File: src/core/flash_protect_defs.vh
`ifndef FLASH_PROTECT_DEFS_VH
`define FLASH_PROTECT_DEFS_VH

// register indices; byte address is four times the index
`define IDX_CTRL_STATUS 8'h2f
`define IDX_OPTION 8'h30
`define IDX_STATUS 8'h31
`define IDX_PIN_CFG 8'h32

// control/status field positions
`define BIT_OPTION_AREA_SELECT 2
`define BIT_LATCH_CONTROL 1
`define BIT_PROGRAM_CONTROL 0
`define CTRL_STATUS_RESET 3'h0

// register access key sequence
`define KEY_FIRST 8'h56
`define KEY_SECOND 8'hae

// option image field positions
`define BIT_OPT_READOUT_LOCK 0
`define BIT_OPT_WRITE_LOCK 1
`define BIT_OPT_PRECISION_RC 2
`define OPTION_RESET 3'h0

// status field positions
`define BIT_ST_SESSION 0
`define BIT_ST_MODE_OPT 1
`define BIT_ST_MODE_EXT 2
`define BIT_ST_READOUT 3
`define BIT_ST_WRITE 4
`define BIT_ST_ERASE 5
`define BIT_ST_REJECT 6
`define BIT_ST_UNLOCKED 7

// pin configuration field positions
`define BIT_PIN_CLK_OE 0
`define BIT_PIN_CLK_OUT 1
`define BIT_PIN_DATA_OE 2
`define BIT_PIN_DATA_OUT 3
`define PIN_CFG_RESET 4'h0

// entry pulse counts
`define PULSES_WITH_OPTIONS 6'd38
`define PULSES_NO_OPTIONS 6'd35

// clock source select codes
`define CLK_SEL_NORMAL 2'h0
`define CLK_SEL_PRECISION_RC 2'h1
`define CLK_SEL_WAKEUP_RC 2'h2
`define CLK_SEL_EXTERNAL 2'h3

`endif

File: src/core/pin_sync.v
`timescale 1ns/1ps
// two flop synchroniser for a group of level inputs
module pin_sync
(
  // clock and reset
  input wire clk,
  input wire rst,
  // asynchronous levels and their synchronised copies
  input wire [3:0] async_in,
  output reg [3:0] sync_out
);

  reg [3:0] meta_q;

  // first stage feeds only the second stage
  always @(posedge clk)
  begin
    if (rst)
    begin
      meta_q <= 4'h0;
      sync_out <= 4'h0;
    end
    else
    begin
      meta_q <= async_in;
      sync_out <= meta_q;
    end
  end

endmodule

File: src/core/flash_protect_prog_access.v
// Implementation choice: register access over Avalon-MM.
`timescale 1ns/1ps
`include "flash_protect_defs.vh"

// Operation
// - read-out and write/erase protection are separate, each enabled alone.
// - read-out lock blocks program extraction and refuses flash array writes.
// - clearing read-out lock erases all program memory, then reprogrammable.
// - one read-out lock bit in the option image controls read-out protection.
// - write/erase lock rejects every program or erase of program memory; code still mass-erases when read-out lock is cleared.
// - write/erase lock, once set, can never be cleared again; code reloads it from option_nv at every reset.
// - one write lock bit in the option image enables write/erase protection.
// - control/status is eight bits, resets zero, bits 7..3 read zero.
// - control/status writes need key 56h then key AEh first.
// - control/status only drives flash programming and erase operations.
// - 38-pulse entry forces precision RC if selected, else wake-up RC.
// - 35-pulse entry runs device from the tool's external clock input.
// - any reset returns serial clock pin to input with pull-up.
// - with tool connected, clock and data pins unavailable to application.
// - pulses on clock/data with reset low enter session, dedicated vector.
// - self-programming refuses writes and erases to sector 0.
module flash_protect_prog_access
(
  // clock and reset
  input wire clk,
  input wire rst,
  // avalon-mm slave
  input wire [9:0] avs_address,
  input wire avs_read,
  input wire avs_write,
  input wire [31:0] avs_writedata,
  input wire [3:0] avs_byteenable,
  output wire [31:0] avs_readdata,
  output wire avs_waitrequest,
  // programming link pins, asynchronous
  input wire prog_serial_clock_in,
  input wire prog_serial_data_in,
  input wire reset_pin_n,
  input wire tool_present,
  // serial clock pin drive
  output wire prog_serial_clock_out,
  output wire prog_serial_clock_oe,
  output wire prog_serial_clock_pullup,
  // serial data pin drive
  output wire prog_serial_data_out,
  output wire prog_serial_data_oe,
  output wire prog_serial_data_pullup,
  output wire pins_unavailable,
  // nonvolatile option image, stable levels
  input wire [2:0] option_nv,
  // session and clock control
  output wire incircuit_comm_active,
  output wire boot_system_vector,
  output wire [1:0] clock_source_sel,
  // flash array interface
  input wire target_in_sector0,
  output reg flash_op_start_q,
  output reg flash_op_option_q,
  output reg [2:0] option_prog_data_q,
  input wire flash_op_done,
  output reg mass_erase_start_q,
  input wire mass_erase_done,
  output wire readout_block
);

  localparam [2:0] ST_IDLE = 3'b001;
  localparam [2:0] ST_COUNT = 3'b010;
  localparam [2:0] ST_SESSION = 3'b100;
  localparam [2:0] KEY_LOCKED = 3'b001;
  localparam [2:0] KEY_HALF = 3'b010;
  localparam [2:0] KEY_OPEN = 3'b100;

  reg ack_q;
  reg [31:0] rdata_q;
  reg [2:0] ctrl_q;
  reg [2:0] key_q;
  reg [2:0] option_q;
  reg [3:0] pin_cfg_q;
  reg loaded_q;
  reg rdlock_q;
  reg wrlock_q;
  reg erase_busy_q;
  reg reject_q;
  reg [2:0] state_q;
  reg [5:0] pulse_cnt_q;
  reg mode_opt_q;
  reg mode_ext_q;
  reg sclk_prev_q;
  reg rpin_prev_q;
  reg [7:0] status_w;
  reg [31:0] rdata_d;
  wire [3:0] pins_sync;
  wire sclk_s;
  wire rpin_n_s;
  wire tool_s;
  wire bus_req;
  wire wr_en;
  wire [7:0] wr_byte;
  wire [7:0] wr_idx;
  wire start_req;
  wire op_reject;
  wire session;

  // word index from byte address
  function [7:0] word_index;
    input [9:0] addr;
    begin
      word_index = addr[9:2];
    end
  endfunction

  // pins cross into the core clock before any use
  pin_sync sync_i
  (
    .clk(clk),
    .rst(rst),
    .async_in({tool_present, reset_pin_n, prog_serial_data_in,
      prog_serial_clock_in}),
    .sync_out(pins_sync)
  );

  assign sclk_s = pins_sync[0];
  assign rpin_n_s = pins_sync[2];
  assign tool_s = pins_sync[3];

  // one wait state: read data is ready at the releasing edge
  assign bus_req = avs_read | avs_write;
  assign avs_waitrequest = bus_req & ~ack_q;
  assign avs_readdata = rdata_q;
  assign wr_en = avs_write & ack_q & avs_byteenable[0];
  assign wr_byte = avs_writedata[7:0];
  assign wr_idx = word_index(avs_address);

  always @(posedge clk)
  begin
    if (rst)
      ack_q <= 1'b0;
    else
      ack_q <= bus_req & ~ack_q;
  end

  // status view of the block's own state
  always @*
  begin
    status_w = 8'h00;
    status_w[`BIT_ST_SESSION] = session;
    status_w[`BIT_ST_MODE_OPT] = mode_opt_q;
    status_w[`BIT_ST_MODE_EXT] = mode_ext_q;
    status_w[`BIT_ST_READOUT] = rdlock_q;
    status_w[`BIT_ST_WRITE] = wrlock_q;
    status_w[`BIT_ST_ERASE] = erase_busy_q;
    status_w[`BIT_ST_REJECT] = reject_q;
    status_w[`BIT_ST_UNLOCKED] = key_q[2];
  end

  // read mux; unmapped words read zero
  always @*
  begin
    rdata_d = 32'h0;
    case (wr_idx)
      `IDX_CTRL_STATUS: rdata_d = {29'h0, ctrl_q};
      `IDX_OPTION: rdata_d = {29'h0, option_q};
      `IDX_STATUS: rdata_d = {24'h0, status_w};
      `IDX_PIN_CFG: rdata_d = {28'h0, pin_cfg_q};
      default: rdata_d = 32'h0;
    endcase
  end

  always @(posedge clk)
  begin
    if (rst)
      rdata_q <= 32'h0;
    else if (avs_read & ~ack_q)
      rdata_q <= rdata_d;
  end

  // key sequence guards the control/status register
  always @(posedge clk)
  begin
    if (rst)
      key_q <= KEY_LOCKED;
    else if (wr_en && wr_idx == `IDX_CTRL_STATUS)
    begin
      case (key_q)
        KEY_LOCKED: key_q <= (wr_byte == `KEY_FIRST)
          ? KEY_HALF : KEY_LOCKED;
        KEY_HALF: key_q <= (wr_byte == `KEY_SECOND)
          ? KEY_OPEN : KEY_LOCKED;
        KEY_OPEN: key_q <= KEY_OPEN;
        default: key_q <= KEY_LOCKED;
      endcase
    end
  end

  // a new program/erase request: program bit rising on an open write
  assign start_req = wr_en && wr_idx == `IDX_CTRL_STATUS && key_q == KEY_OPEN
    && wr_byte[`BIT_PROGRAM_CONTROL] && !ctrl_q[`BIT_PROGRAM_CONTROL]
    && !erase_busy_q;

  // option area stays writable so that read-out lock can be removed
  assign op_reject = !wr_byte[`BIT_OPTION_AREA_SELECT]
    && (rdlock_q
    || wrlock_q
    || (!session && target_in_sector0));

  // control/status: only flash program and erase control lives here
  always @(posedge clk)
  begin
    if (rst)
      ctrl_q <= `CTRL_STATUS_RESET;
    else if (wr_en && wr_idx == `IDX_CTRL_STATUS && key_q == KEY_OPEN)
    begin
      ctrl_q[`BIT_OPTION_AREA_SELECT] <= wr_byte[`BIT_OPTION_AREA_SELECT];
      ctrl_q[`BIT_LATCH_CONTROL] <= wr_byte[`BIT_LATCH_CONTROL];
      // program bit is set only by an accepted request
      if (start_req && !op_reject)
        ctrl_q[`BIT_PROGRAM_CONTROL] <= 1'b1;
      else if (!wr_byte[`BIT_PROGRAM_CONTROL] || flash_op_done)
        ctrl_q[`BIT_PROGRAM_CONTROL] <= 1'b0;
    end
    else if (flash_op_done)
      ctrl_q[`BIT_PROGRAM_CONTROL] <= 1'b0;
  end

  // request pulses towards the flash array
  always @(posedge clk)
  begin
    if (rst)
    begin
      flash_op_start_q <= 1'b0;
      flash_op_option_q <= 1'b0;
      option_prog_data_q <= `OPTION_RESET;
    end
    else
    begin
      flash_op_start_q <= start_req & ~op_reject;
      if (start_req && !op_reject)
      begin
        flash_op_option_q <= wr_byte[`BIT_OPTION_AREA_SELECT];
        option_prog_data_q <= option_q;
      end
    end
  end

  // sticky reject flag; write one clears, a new reject wins
  always @(posedge clk)
  begin
    if (rst)
      reject_q <= 1'b0;
    else if (start_req && op_reject)
      reject_q <= 1'b1;
    else if (wr_en && wr_idx == `IDX_STATUS && wr_byte[`BIT_ST_REJECT])
      reject_q <= 1'b0;
  end

  // option staging and pin configuration registers
  always @(posedge clk)
  begin
    if (rst)
    begin
      option_q <= `OPTION_RESET;
      pin_cfg_q <= `PIN_CFG_RESET;
    end
    else if (wr_en)
    begin
      if (wr_idx == `IDX_OPTION)
        option_q <= wr_byte[2:0];
      if (wr_idx == `IDX_PIN_CFG)
        pin_cfg_q <= wr_byte[3:0];
    end
  end

  // protection state: caught once after reset, then updated by option writes
  always @(posedge clk)
  begin
    if (rst)
    begin
      loaded_q <= 1'b0;
      rdlock_q <= 1'b1;
      wrlock_q <= 1'b1;
      erase_busy_q <= 1'b0;
      mass_erase_start_q <= 1'b0;
    end
    else
    begin
      mass_erase_start_q <= 1'b0;
      if (!loaded_q)
      begin
        loaded_q <= 1'b1;
        rdlock_q <= option_nv[`BIT_OPT_READOUT_LOCK];
        wrlock_q <= option_nv[`BIT_OPT_WRITE_LOCK];
      end
      else if (start_req && !op_reject
        && wr_byte[`BIT_OPTION_AREA_SELECT])
      begin
        // locks change independently of each other
        if (option_q[`BIT_OPT_WRITE_LOCK])
          wrlock_q <= 1'b1;
        if (option_q[`BIT_OPT_READOUT_LOCK])
          rdlock_q <= 1'b1;
        else if (rdlock_q)
        begin
          erase_busy_q <= 1'b1;
          mass_erase_start_q <= 1'b1;
        end
      end
      else if (erase_busy_q && mass_erase_done)
      begin
        erase_busy_q <= 1'b0;
        rdlock_q <= 1'b0;
      end
      // write lock is cleared only by the reload from option_nv after reset
    end
  end

  assign readout_block = rdlock_q | erase_busy_q;

  // entry sequence: count clock pulses while the reset pin is low
  always @(posedge clk)
  begin
    if (rst)
    begin
      state_q <= ST_IDLE;
      pulse_cnt_q <= 6'd0;
      mode_opt_q <= 1'b0;
      mode_ext_q <= 1'b0;
      sclk_prev_q <= 1'b1;
      rpin_prev_q <= 1'b1;
    end
    else
    begin
      sclk_prev_q <= sclk_s;
      rpin_prev_q <= rpin_n_s;
      case (state_q)
        ST_IDLE:
        begin
          pulse_cnt_q <= 6'd0;
          if (!rpin_n_s && tool_s)
            state_q <= ST_COUNT;
        end
        ST_COUNT:
        begin
          if (sclk_s && !sclk_prev_q && pulse_cnt_q != 6'h3f)
            pulse_cnt_q <= pulse_cnt_q + 6'd1;
          if (rpin_n_s && !rpin_prev_q)
          begin
            if (pulse_cnt_q == `PULSES_WITH_OPTIONS)
            begin
              state_q <= ST_SESSION;
              mode_opt_q <= 1'b1;
            end
            else if (pulse_cnt_q == `PULSES_NO_OPTIONS)
            begin
              state_q <= ST_SESSION;
              mode_ext_q <= 1'b1;
            end
            else
              state_q <= ST_IDLE;
          end
        end
        // tool keeps reset pin, so session ends only at device reset
        ST_SESSION: state_q <= ST_SESSION;
        default: state_q <= ST_IDLE;
      endcase
    end
  end

  assign session = state_q[2];
  assign incircuit_comm_active = session;
  assign boot_system_vector = session;

  // internal rc forced in option mode, tool clock in the other
  assign clock_source_sel = !session ? `CLK_SEL_NORMAL :
    mode_ext_q ? `CLK_SEL_EXTERNAL :
    option_nv[`BIT_OPT_PRECISION_RC] ? `CLK_SEL_PRECISION_RC :
    `CLK_SEL_WAKEUP_RC;

  // tool presence takes the pins away from the application
  assign pins_unavailable = tool_s | session;

  // drive released under reset or tool; pull-up whenever not driven
  assign prog_serial_clock_oe = !rst && !pins_unavailable
    && pin_cfg_q[`BIT_PIN_CLK_OE];
  assign prog_serial_clock_out = pin_cfg_q[`BIT_PIN_CLK_OUT];
  assign prog_serial_clock_pullup = !prog_serial_clock_oe;
  assign prog_serial_data_oe = !rst && !pins_unavailable
    && pin_cfg_q[`BIT_PIN_DATA_OE];
  assign prog_serial_data_out = pin_cfg_q[`BIT_PIN_DATA_OUT];
  assign prog_serial_data_pullup = !prog_serial_data_oe;

endmodule

File: config.mk
export PLATFORM = sky130hd
export DESIGN_NAME = flash_protect_prog_access
export DESIGN_NICKNAME = d
export VERILOG_FILES = /design/src/core/pin_sync.v /design/src/core/flash_protect_prog_access.v
export VERILOG_INCLUDE_DIRS = /design/src /design/src/core
export SDC_FILE = /design/constraint.sdc
export NUM_CORES = 1
export LEC_CHECK = 0
export ABC_AREA = 1
export BUFFER_PORTS_ARGS = -buffer_cell sky130_fd_sc_hd__buf_2
export CORE_ASPECT_RATIO = 0.8
export CORE_MARGIN = 2
export CORE_UTILIZATION = 32
export DETAILED_ROUTE_END_ITERATION = 10
export HOLD_SLACK_MARGIN = 0.15
export PLACE_DENSITY_LB_ADDON = 0.2
export RECOVER_POWER = 25
export SYNTH_ARGS = -nofsm -noshare
export SYNTH_HDL_FRONTEND = slang
export SYNTH_SLANG_ARGS = --single-unit
File: constraint.sdc
create_clock -name clk -period 2.5 [get_ports clk]
set_input_delay 0.5 -clock clk [delete_from_list [all_inputs] [get_ports clk]]
set_output_delay 0.5 -clock clk [all_outputs]
set_load 0.01 [all_outputs]
# After elaboration in Yosys (flattened, before gate mapping)
# Index checks and enable logic that the tools add are counted.
# totals
ff_bits,78
latchBits,0
ramBits,0
mem_bits_ro,0
input_bits,60
output_inout_bits,51
word_cells,146
n_memories,0
# classes
add_sub_neg,1
n_mul,0
div,0
n_lt_le_gt_ge,0
n_eq_ne,25
shifts,0
n_mux,32
bitwise,13
reduce_logical,51
# op_table
op,n
"== test 8 x 6 -> 1 bit, second input constant",4
case mux 8 bit (4 select lines),1
logical AND 1 bit,20
two-way mux 1 bit,18
case mux 3 bit (3 select lines),2
two-way mux 3 bit,5
AND reduction 2 bit,7
logical NOT 1 bit,13
"== test 6 bit, second input constant",2
"inequality test 2 bit, second input constant",6
case mux 6 bit (2 select lines),1
"== test 8 x 7 -> 1 bit, second input constant",1
"== test 8 bit, second input constant",1
two-way mux 2 bit,4
AND reduction 4 bit,2
nonzero test 2 bit,4
"adder 6 x 1 -> 6 bit, second input constant",1
"== test 3 x 1 -> 1 bit, second input constant",2
"== test 3 x 2 -> 1 bit, second input constant",2
"== test 3 bit, second input constant",2
two-way mux 6 bit,1
"inequality test 3 x 1 -> 1 bit, second input constant",2
"inequality test 6 bit, second input constant",1
bitwise AND 1 bit,5
other kinds (7),15

# Logic depth before layout (Yosys ltp)
# Gate-level depths: netlist of the first run.
# logic_depth
word_depth,11
depth_mapped,10
depth_no_buf,10

# By module
# Synthesis of the first run repeated with hierarchy kept, for this count alone.
# hier_totals
cells_unflattened,379
area_unflattened_um2,2756.4
# by_module_without_submodules
module,instances,cells_each,area_each_um2,seq_area_each_um2
flash_protect_prog_access,1,354,2524.9,920.9
pin_sync,1,25,231.5,160.2

# Worst setup path after synthesis of the first run
# Ideal clock, no wire load.
# synth_path
kind,input to output
startpoint,input port rst
endpoint,output port prog_serial_clock_pullup
arrival_time_ps,1212
required_time_ps,2000
path_slack_ps,788
path_stages,5
n_path_buf,1
cell_sequence,clkbuf_1 > inv_1 > nand3_1 > nor2_1 > inv_1
# synth_via
elab_chain_cells,4
# synth_rtl
element,line_no,source
start: declaration,flash_protect_prog_access.v:26,"input wire rst,"
logical NOT 1 bit,flash_protect_prog_access.v:382,assign prog_serial_clock_oe = !rst && !pins_unavailable
logical AND 1 bit (2 in series),flash_protect_prog_access.v:382,
named net prog_serial_clock_oe,flash_protect_prog_access.v:42,"output wire prog_serial_clock_oe,"
logical NOT 1 bit,flash_protect_prog_access.v:385,assign prog_serial_clock_pullup = !prog_serial_clock_oe;
end: declaration,flash_protect_prog_access.v:43,"output wire prog_serial_clock_pullup,"
# The timed path passes the listed nets, and every way through them passes these cells.

# Final worst setup path of the first run
# layout_path
startpoint,register state_q[2]
endpoint,output port prog_serial_data_pullup
# layout_via
elab_chain_cells,5
# layout_rtl
element,line_no,source
start: declaration,flash_protect_prog_access.v:84,reg [2:0] state_q;
start signal: assignment,flash_protect_prog_access.v:323,state_q <= ST_IDLE;
start signal: assignment,flash_protect_prog_access.v:339,state_q <= ST_COUNT;
start signal: assignment,flash_protect_prog_access.v:349,state_q <= ST_SESSION;
bitwise OR 1 bit,flash_protect_prog_access.v:379,assign pins_unavailable = tool_s | session;
logical NOT 1 bit,flash_protect_prog_access.v:386,assign prog_serial_data_oe = !rst && !pins_unavailable
logical AND 1 bit (2 in series),flash_protect_prog_access.v:386,
logical NOT 1 bit,flash_protect_prog_access.v:389,assign prog_serial_data_pullup = !prog_serial_data_oe;
end: declaration,flash_protect_prog_access.v:47,"output wire prog_serial_data_pullup,"
# No other way between the ends.

==> results of run 1 <==
[final timing paths]
| check | startpoint | endpoint | cells after the start |
|---|---|---|---|
| hold / removal | option_nv[1] | wrlock_q | 3 |
| setup / recovery | state_q[2] | prog_serial_data_pullup | 5 |
| setup reg to reg | pulse_cnt_q[1] | pulse_cnt_q[1] | 8 |
| hold reg to reg | sync_i.meta_q[0] | sync_i.sync_out[0] | 2 |
[registers in the layout, summed over array words and instances (netlist names)]
signal,flops
ack_q,1
avs_readdata,8
ctrl_q,3
erase_busy_q,1
flash_op_option_q,1
flash_op_start_q,1
key_q,3
loaded_q,1
mass_erase_start_q,1
mode_ext_q,1
mode_opt_q,1
option_prog_data_q,3
option_q,3
pin_cfg_q,4
pulse_cnt_q,6
rdlock_q,1
reject_q,1
rpin_prev_q,1
sclk_prev_q,1
state_q,3
sync_i.meta_q,3
sync_i.sync_out,3
wrlock_q,1
[cell families after synthesis]
group / count (synthesis) / share of synthesized area [%]
flops: 52 / 38.6
buf+inv: 91 / 16.2
compound gates: 68 / 12.9
fa+ha+maj: 2 / 0.928
xor+xnor: 1 / 0.325
other cells: 1 / 0.139
simple gates: 159 / 31.0
[cells in the mapped netlist]
library cell and n:
dfxtp_1 52, conb_1 1, clkinv_1 1, buf_2 1
nand2_2 6, o211ai_1 1, inv_2 5, nor3_1 8
or2_2 1, o21ai_0 24, xor2_1 1, and2_1 1
nor2_1 35, nand3_1 26, nor2_2 2, nand3_2 3
clkbuf_1 4, nand3_4 2, nand3b_1 2, nor2_8 1
nand4_4 1, buf_4 25, nor4_1 3, o21ai_1 7
nor3_4 2, ha_1 2, a211oi_1 1, a21oi_1 34
inv_1 55, a31oi_1 1, nand2_1 55, nor2_4 3
nand4_1 6, nor3_2 2
[metrics by stage]
| step | hold slack, ps | worst slack, ps | util [%] | instance area (um^2) | cells |
|---|---|---|---|---|---|
| after floorplan | 388 | 788 | - | 2780 | 397 |
| after global placement | 396 | 780 | 37.3 | 3010 | 533 |
| after detailed placement | 392 | 746 | 37.3 | 3010 | 533 |
| after CTS | 379 | 649 | 38.7 | 3120 | 541 |
| after global routing | 399 | 534 | 38.5 | 3100 | 541 |
| final | 382 | 687 | 38.5 | 3100 | 541 |
[metal layers]
| layer | track usage (%) | wire (um) | vias up |
|---|---|---|---|
| li1 | - | - | 1271 |
| met1 | 22.9 | 3500 | 1050 |
| met2 | 21.1 | 2580 | 81 |
| met3 | 2.66 | 410 | 4 |
| met4 | 4.01 | 63 | 0 |
| met5 | 0 | 0 | - |
[area by class of cell]
class                   count  area [um^2]  share of cell area, %
repair buffers             58          279                   8.99
clock buffers               5         68.8                   2.22
flip-flops and latches     52         1040                   33.5
clock inverters             3         46.3                   1.49
well taps                 108          135                   4.35
inverters                  61          229                   7.38
multi-input cells         254         1310                   42.0
[power by group]
part | internal [mW] | leakage [nW] | switching (mW)
logic | 0.0691 | 0.905 | 0.163
registers | 0.853 | 0.423 | 0.0198
clock network | 0.302 | 0.0548 | 0.299
[worst reg2reg max path, cell delays in order, from the launching register on]
cell     delay (ps)
dfxtp_1         390
ha_1            240
nand2_1          80
nor2_1           90
inv_1            60
o21ai_1         140
nand2_2         140
o21ai_0         190
nor2_1           60
[cell usage in the layout, fill, tap and decap left out]
cell type	count
conb_1	24
nand3_4	2
a21oi_1	34
nand3_2	3
o21ai_1	7
nand4_4	1
nor3_4	2
a31oi_1	1
buf_2	49
clkinv_1	1
dfxtp_1	52
or2_2	1
nor2_1	35
xor2_1	1
o211ai_1	1
nor4_1	3
bufinv_16	1
a211oi_1	1
inv_2	5
nor2_2	2
nor2_4	3
o21ai_0	24
nor2_8	1
ha_1	2
inv_1	55
nand2_2	6
nand4_1	6
nand3_1	26
nor3_1	8
clkbuf_8	5
clkinvlp_4	1
clkbuf_1	9
nand2_1	55
nand3b_1	2
and2_0	1
inv_6	1
nor3_2	2
==> impl_metrics.yaml, run 1 <==
outcome:
  status: "finished clean"
power_and_ir_drop:
  power.density_nw_per_um2: 550
  ir_drop_v: 0.000213
  leakagePower_nw: 1.38
  total_power_mw: 1.71
die:
  start_util_pct: 33.5
  die_h_um: 86.1
  rows: 29
  die_w_um: 107
  core_area_um2: 8060
  die_area_um2: 9180
  io_pins: 111
route:
  first_pass_iters: 4
  drc: 0
  antenna_left: 0
  wl_per_cell_um: 12.1
  drt_iter0_drc: 113
  vias: 2406
  wirelength_um: 6550
  vias_per_cell: 4.45
sta:
  fin_skew_ps: 13.3
  fmax_mhz: 551
  final.setup.tns_ps: 0
  hold_viol: 0
  period_share_pct: 72.5
  slew_viol_final: 0
  rsz0062_at_grt: "no"
  slew_headroom_pct: 15.4
  setup_viol: 0
  worst_pin_slew_ps: 1270
  min_period_ps: 1810
clocking:
  clk_latency_ps: 320
  clk_path_buf_depth: 2
  path_clk_slew_ps: 100
  cts_setup_buffers: 0
  clockRootBuffer: "clkbuf_8"
  cts_resized: 0
  numCtsBuffers: 5
  hold_buffers: 0
  cts_tree: "done"
  h-tree-depth: 2
  numClockSinks: 52
worst_hold_path:
  hp-class: "in -> reg"
synth:
  synth_top_cell_area_share_pct: 38.6
  avgSynthCellArea_um2: 7.21
  synth_area_leaders: "dfxtp_1 39%, inv_1 7.7%, nand2_1 7.7%"
  synth_area_um2: 2700
  synth_top_area_cell: "dfxtp_1"
  yosysUniqueCellTypes: 34
  syn_inst: 374
  yosys_register_bits: 52
  seq_area_frac_synth_pct: 38.6
  yosysWarnings: 0
global_route:
  grt_pass1_wl_um: 10900
  gr-usage-all-layers_pct: 14.9
  grt_overflow_total: 0
  grt_pass1_vias: 2258
  grt_max_degree: 26
  antenna_found_initial: 0
layout:
  nFillCells: 883
  synthToLayoutAreaGrowth_pct: 15.1
  nNetsFinal: 494
  drive_above_1_share_pct: 19.6
  diodes: 0
setup_path:
  r2r_slack_ps: 970
  cp_slowest_cell: "dfxtp_1"
  crit_family: "flip-flops"
  crit_path_start_kind: "flip-flop"
  cp-end-kind: "output pin"
  path_max_fanout: 7
  cp.buffers_inverters: 3
  cp_slowest_stage_delay_ps: 360
  cp.arrival_ps: 1310
  crit_required_ps: 2000
  crit_chain: "inv_2 -> nand3_1 -> nor2_1 -> inv_1 -> buf_2"
  path_class: "reg -> out"
run:
  max_cap_viol_count: 0
place:
  hpwl_um: 5160
  numPortBuffers: 56
  gp_congestion: 0.846
Note: power is estimated with default switching activity, not from simulation.
==> run 2: changes to the inputs <==
Settings changed: ABC_AREA 1 to 0.
Clock period 2.5 ns to 1.6 ns, I/O delays scaled along.
==> impl_metrics.yaml, run 2 <==
die:
  die_h_um: 86.9
  io_pins: 111
  rows: 30
  core_area_um2: 8410
  die_w_um: 108
  start_util_pct: 32.7
  die_area_um2: 9360
power_and_ir_drop:
  power.density_nw_per_um2: 783
  leakagePower_nw: 1.35
  ir_drop_v: 0.000311
layout:
  final_util_pct: 40.0
  drive_above_1_share_pct: 28.3
  largest_register_ffs: 8
  diodes: 0
  nFillCells: 883
  layout_common_cells: "50 x dfxtp_1, 48 x buf_2, 26 x nor2_1, 24 x conb_1, 23 x nand2_1"
  nNetsFinal: 443
  synthToLayoutAreaGrowth_pct: 22.2
  final_common_cell: "dfxtp_1"
  layout.cells.non_filler: 494
clocking:
  cts_tree: "done"
  path_clk_slew_ps: 100
  clockRootBuffer: "clkbuf_8"
  clk_latency_ps: 300
  clk_path_buf_depth: 2
  h-tree-depth: 2
  numCtsBuffers: 5
  hold_buffers: 0
  numClockSinks: 52
synth:
  synth_area_um2: 2750
  synth_top_area_cell: "dfxtp_1"
  yosysWarnings: 0
  avgSynthCellArea_um2: 8.90
  async_flop_share_pct: 0
  seq_area_frac_synth_pct: 37.8
  synth-edff-count: 0
  yosysMostFrequentCell: "dfxtp_1"
  synth_area_leaders: "dfxtp_1 38%, buf_4 7.6%, mux2i_1 5.8%"
  synth_ff_type: "dfxtp_1"
  yosys_register_bits: 52
  syn_inst: 309
  synthTopCellsByCount: "52 x dfxtp_1, 28 x buf_4, 27 x nor2_1"
  synth_top_cell_area_share_pct: 37.8
  yosysUniqueCellTypes: 65
outcome:
  status: "finished with violations"
  violations: "negative setup slack"
sta:
  fmax_mhz: 621
  slew_viol_final: 0
  rsz0062_at_grt: "yes"
  setup_slack_ps: -10.5
  hold_viol: 0
  min_period_ps: 1610
  setup_viol: 1
  holdWs_ps: 216
  final.setup.tns_ps: -10.5
  fin_skew_ps: 3.47
  period_share_pct: 101
setup_path:
  path_max_fanout: 6
  crit_end: "state_q[0]"
  reg2reg_from: "state_q[2]"
  rr_endpoint: "state_q[0]"
  r2r_slack_ps: -10
  cp-end-kind: "flip-flop"
  path_class: "reg -> reg"
  cp-startpoint: "state_q[2]"
  crit_required_ps: 1800
  crit_path_start_kind: "flip-flop"
  rr_worst_depth: 5
  cp.arrival_ps: 1810
global_route:
  grt_overflow_total: 0
  grt_max_degree: 22
  grt_pass1_vias: 2122
  gr-usage-all-layers_pct: 14.2
  grt_pass1_wl_um: 10500
  antenna_found_initial: 0
route:
  drt_iter0_drc: 148
  wl_met1_um: 3700
  met3_length_um: 286
  wl_per_cell_um: 13.7
  vias: 2306
  first_pass_iters: 4
  route.top_layer_used: "met4"
  drc: 0
  met2_length_um: 2750
  wirelength_um: 6760
  vias_per_cell: 4.67
  antenna_left: 0
place:
  gp_congestion: 0.784
  dpl.cell_count: 483
  hpwl_um: 5170
  numPortBuffers: 56
run:
  max_cap_viol_count: 0
worst_hold_path:
  hp-class: "in -> reg"
-- run 2: cell types whose count changed after synthesis, sizes merged, moves of 14 or more --
cell	delta
inv	-52
nand2	-36
o21ai	-21
nand3	-18
mux2i	+16
a21oi	-14
nor2	-14
-- run 2: cells by family (layout without fill, tap and decap cells) --
logic type	Yosys count	count (layout)	share of synthesized area [%]
AOI/OAI and AO/OA	57	57	14.4
DFF	52	52	37.8
muxes	16	16	5.82
other	1	24	0.136
and+or+nand+nor	137	137	30.8
adders and majority gates	2	2	0.909
buffers and inverters	44	94	10.1
-- run 2: layout make-up --
type / count / area [um^2] / share of cell area, %
Clock buffer: 6 / 72.6 / 2.16
Clock inverter: 2 / 38.8 / 1.15
Inverter: 8 / 30.0 / 0.893
Multi-Input combinational cell: 236 / 1570 / 46.8
Sequential cell: 52 / 1050 / 31.1
Tap cell: 112 / 140 / 4.17
Timing Repair Buffer: 78 / 463 / 13.8
-- run 2: power breakdown --
part,internal [mW],switching (mW)
logic,0.137,0.207
registers,1.32,0.0345
clock network,0.474,0.459
total,1.93,0.701
-- run 2: layer usage --
layer,vias up,track usage (%)
met2,62,20.0
met3,2,2.62
met4,0,2.45
met1,1036,22.4
li1,1206,-
met5,-,0
-- run 2: what timing repair did --
| item | in CTS | in global routing |
|---|---|---|
| setup endpoints to repair | 6 | 17 |
| setup buffers | 2 | 1 |
| pin swaps | 4 | 6 |
| cloned | 0 | 0 |
| resized for setup | 9 | 12 |
-- run 2: critical path: stages (launching register included) --
cell and delay, ps:
dfxtp_4 360, buf_6 110, buf_6 120, or3b_4 400, a21o_1 200, a311o_1 310
-- run 2: worst min-delay path by stage --
stage                                    start            endpoint  slack [ps]  cells after the start
after global routing      prog_serial_clock_in    sync_i.meta_q[0]         210                      2
after floorplan             sync_i.sync_out[0]         sclk_prev_q         410                      1
after CTS                 prog_serial_clock_in    sync_i.meta_q[0]         210                      2
after detailed placement      sync_i.meta_q[2]  sync_i.sync_out[2]         420                      1
after global placement      sync_i.sync_out[0]         sclk_prev_q         420                      1
final                              reset_pin_n    sync_i.meta_q[2]         220                      2
-- run 2: metrics by stage --
| step | setup WS (ps) | power [mW] | area (um^2) |
|---|---|---|---|
| after floorplan | 22.5 | 1.64 | 2840 |
| after global placement | 43.2 | 1.71 | 3160 |
| after detailed placement | 26.4 | 1.71 | 3160 |
| after CTS | -11.6 | 2.64 | 3320 |
| after global routing | -62.9 | 2.76 | 3360 |
| final | -10.5 | 2.63 | 3360 |
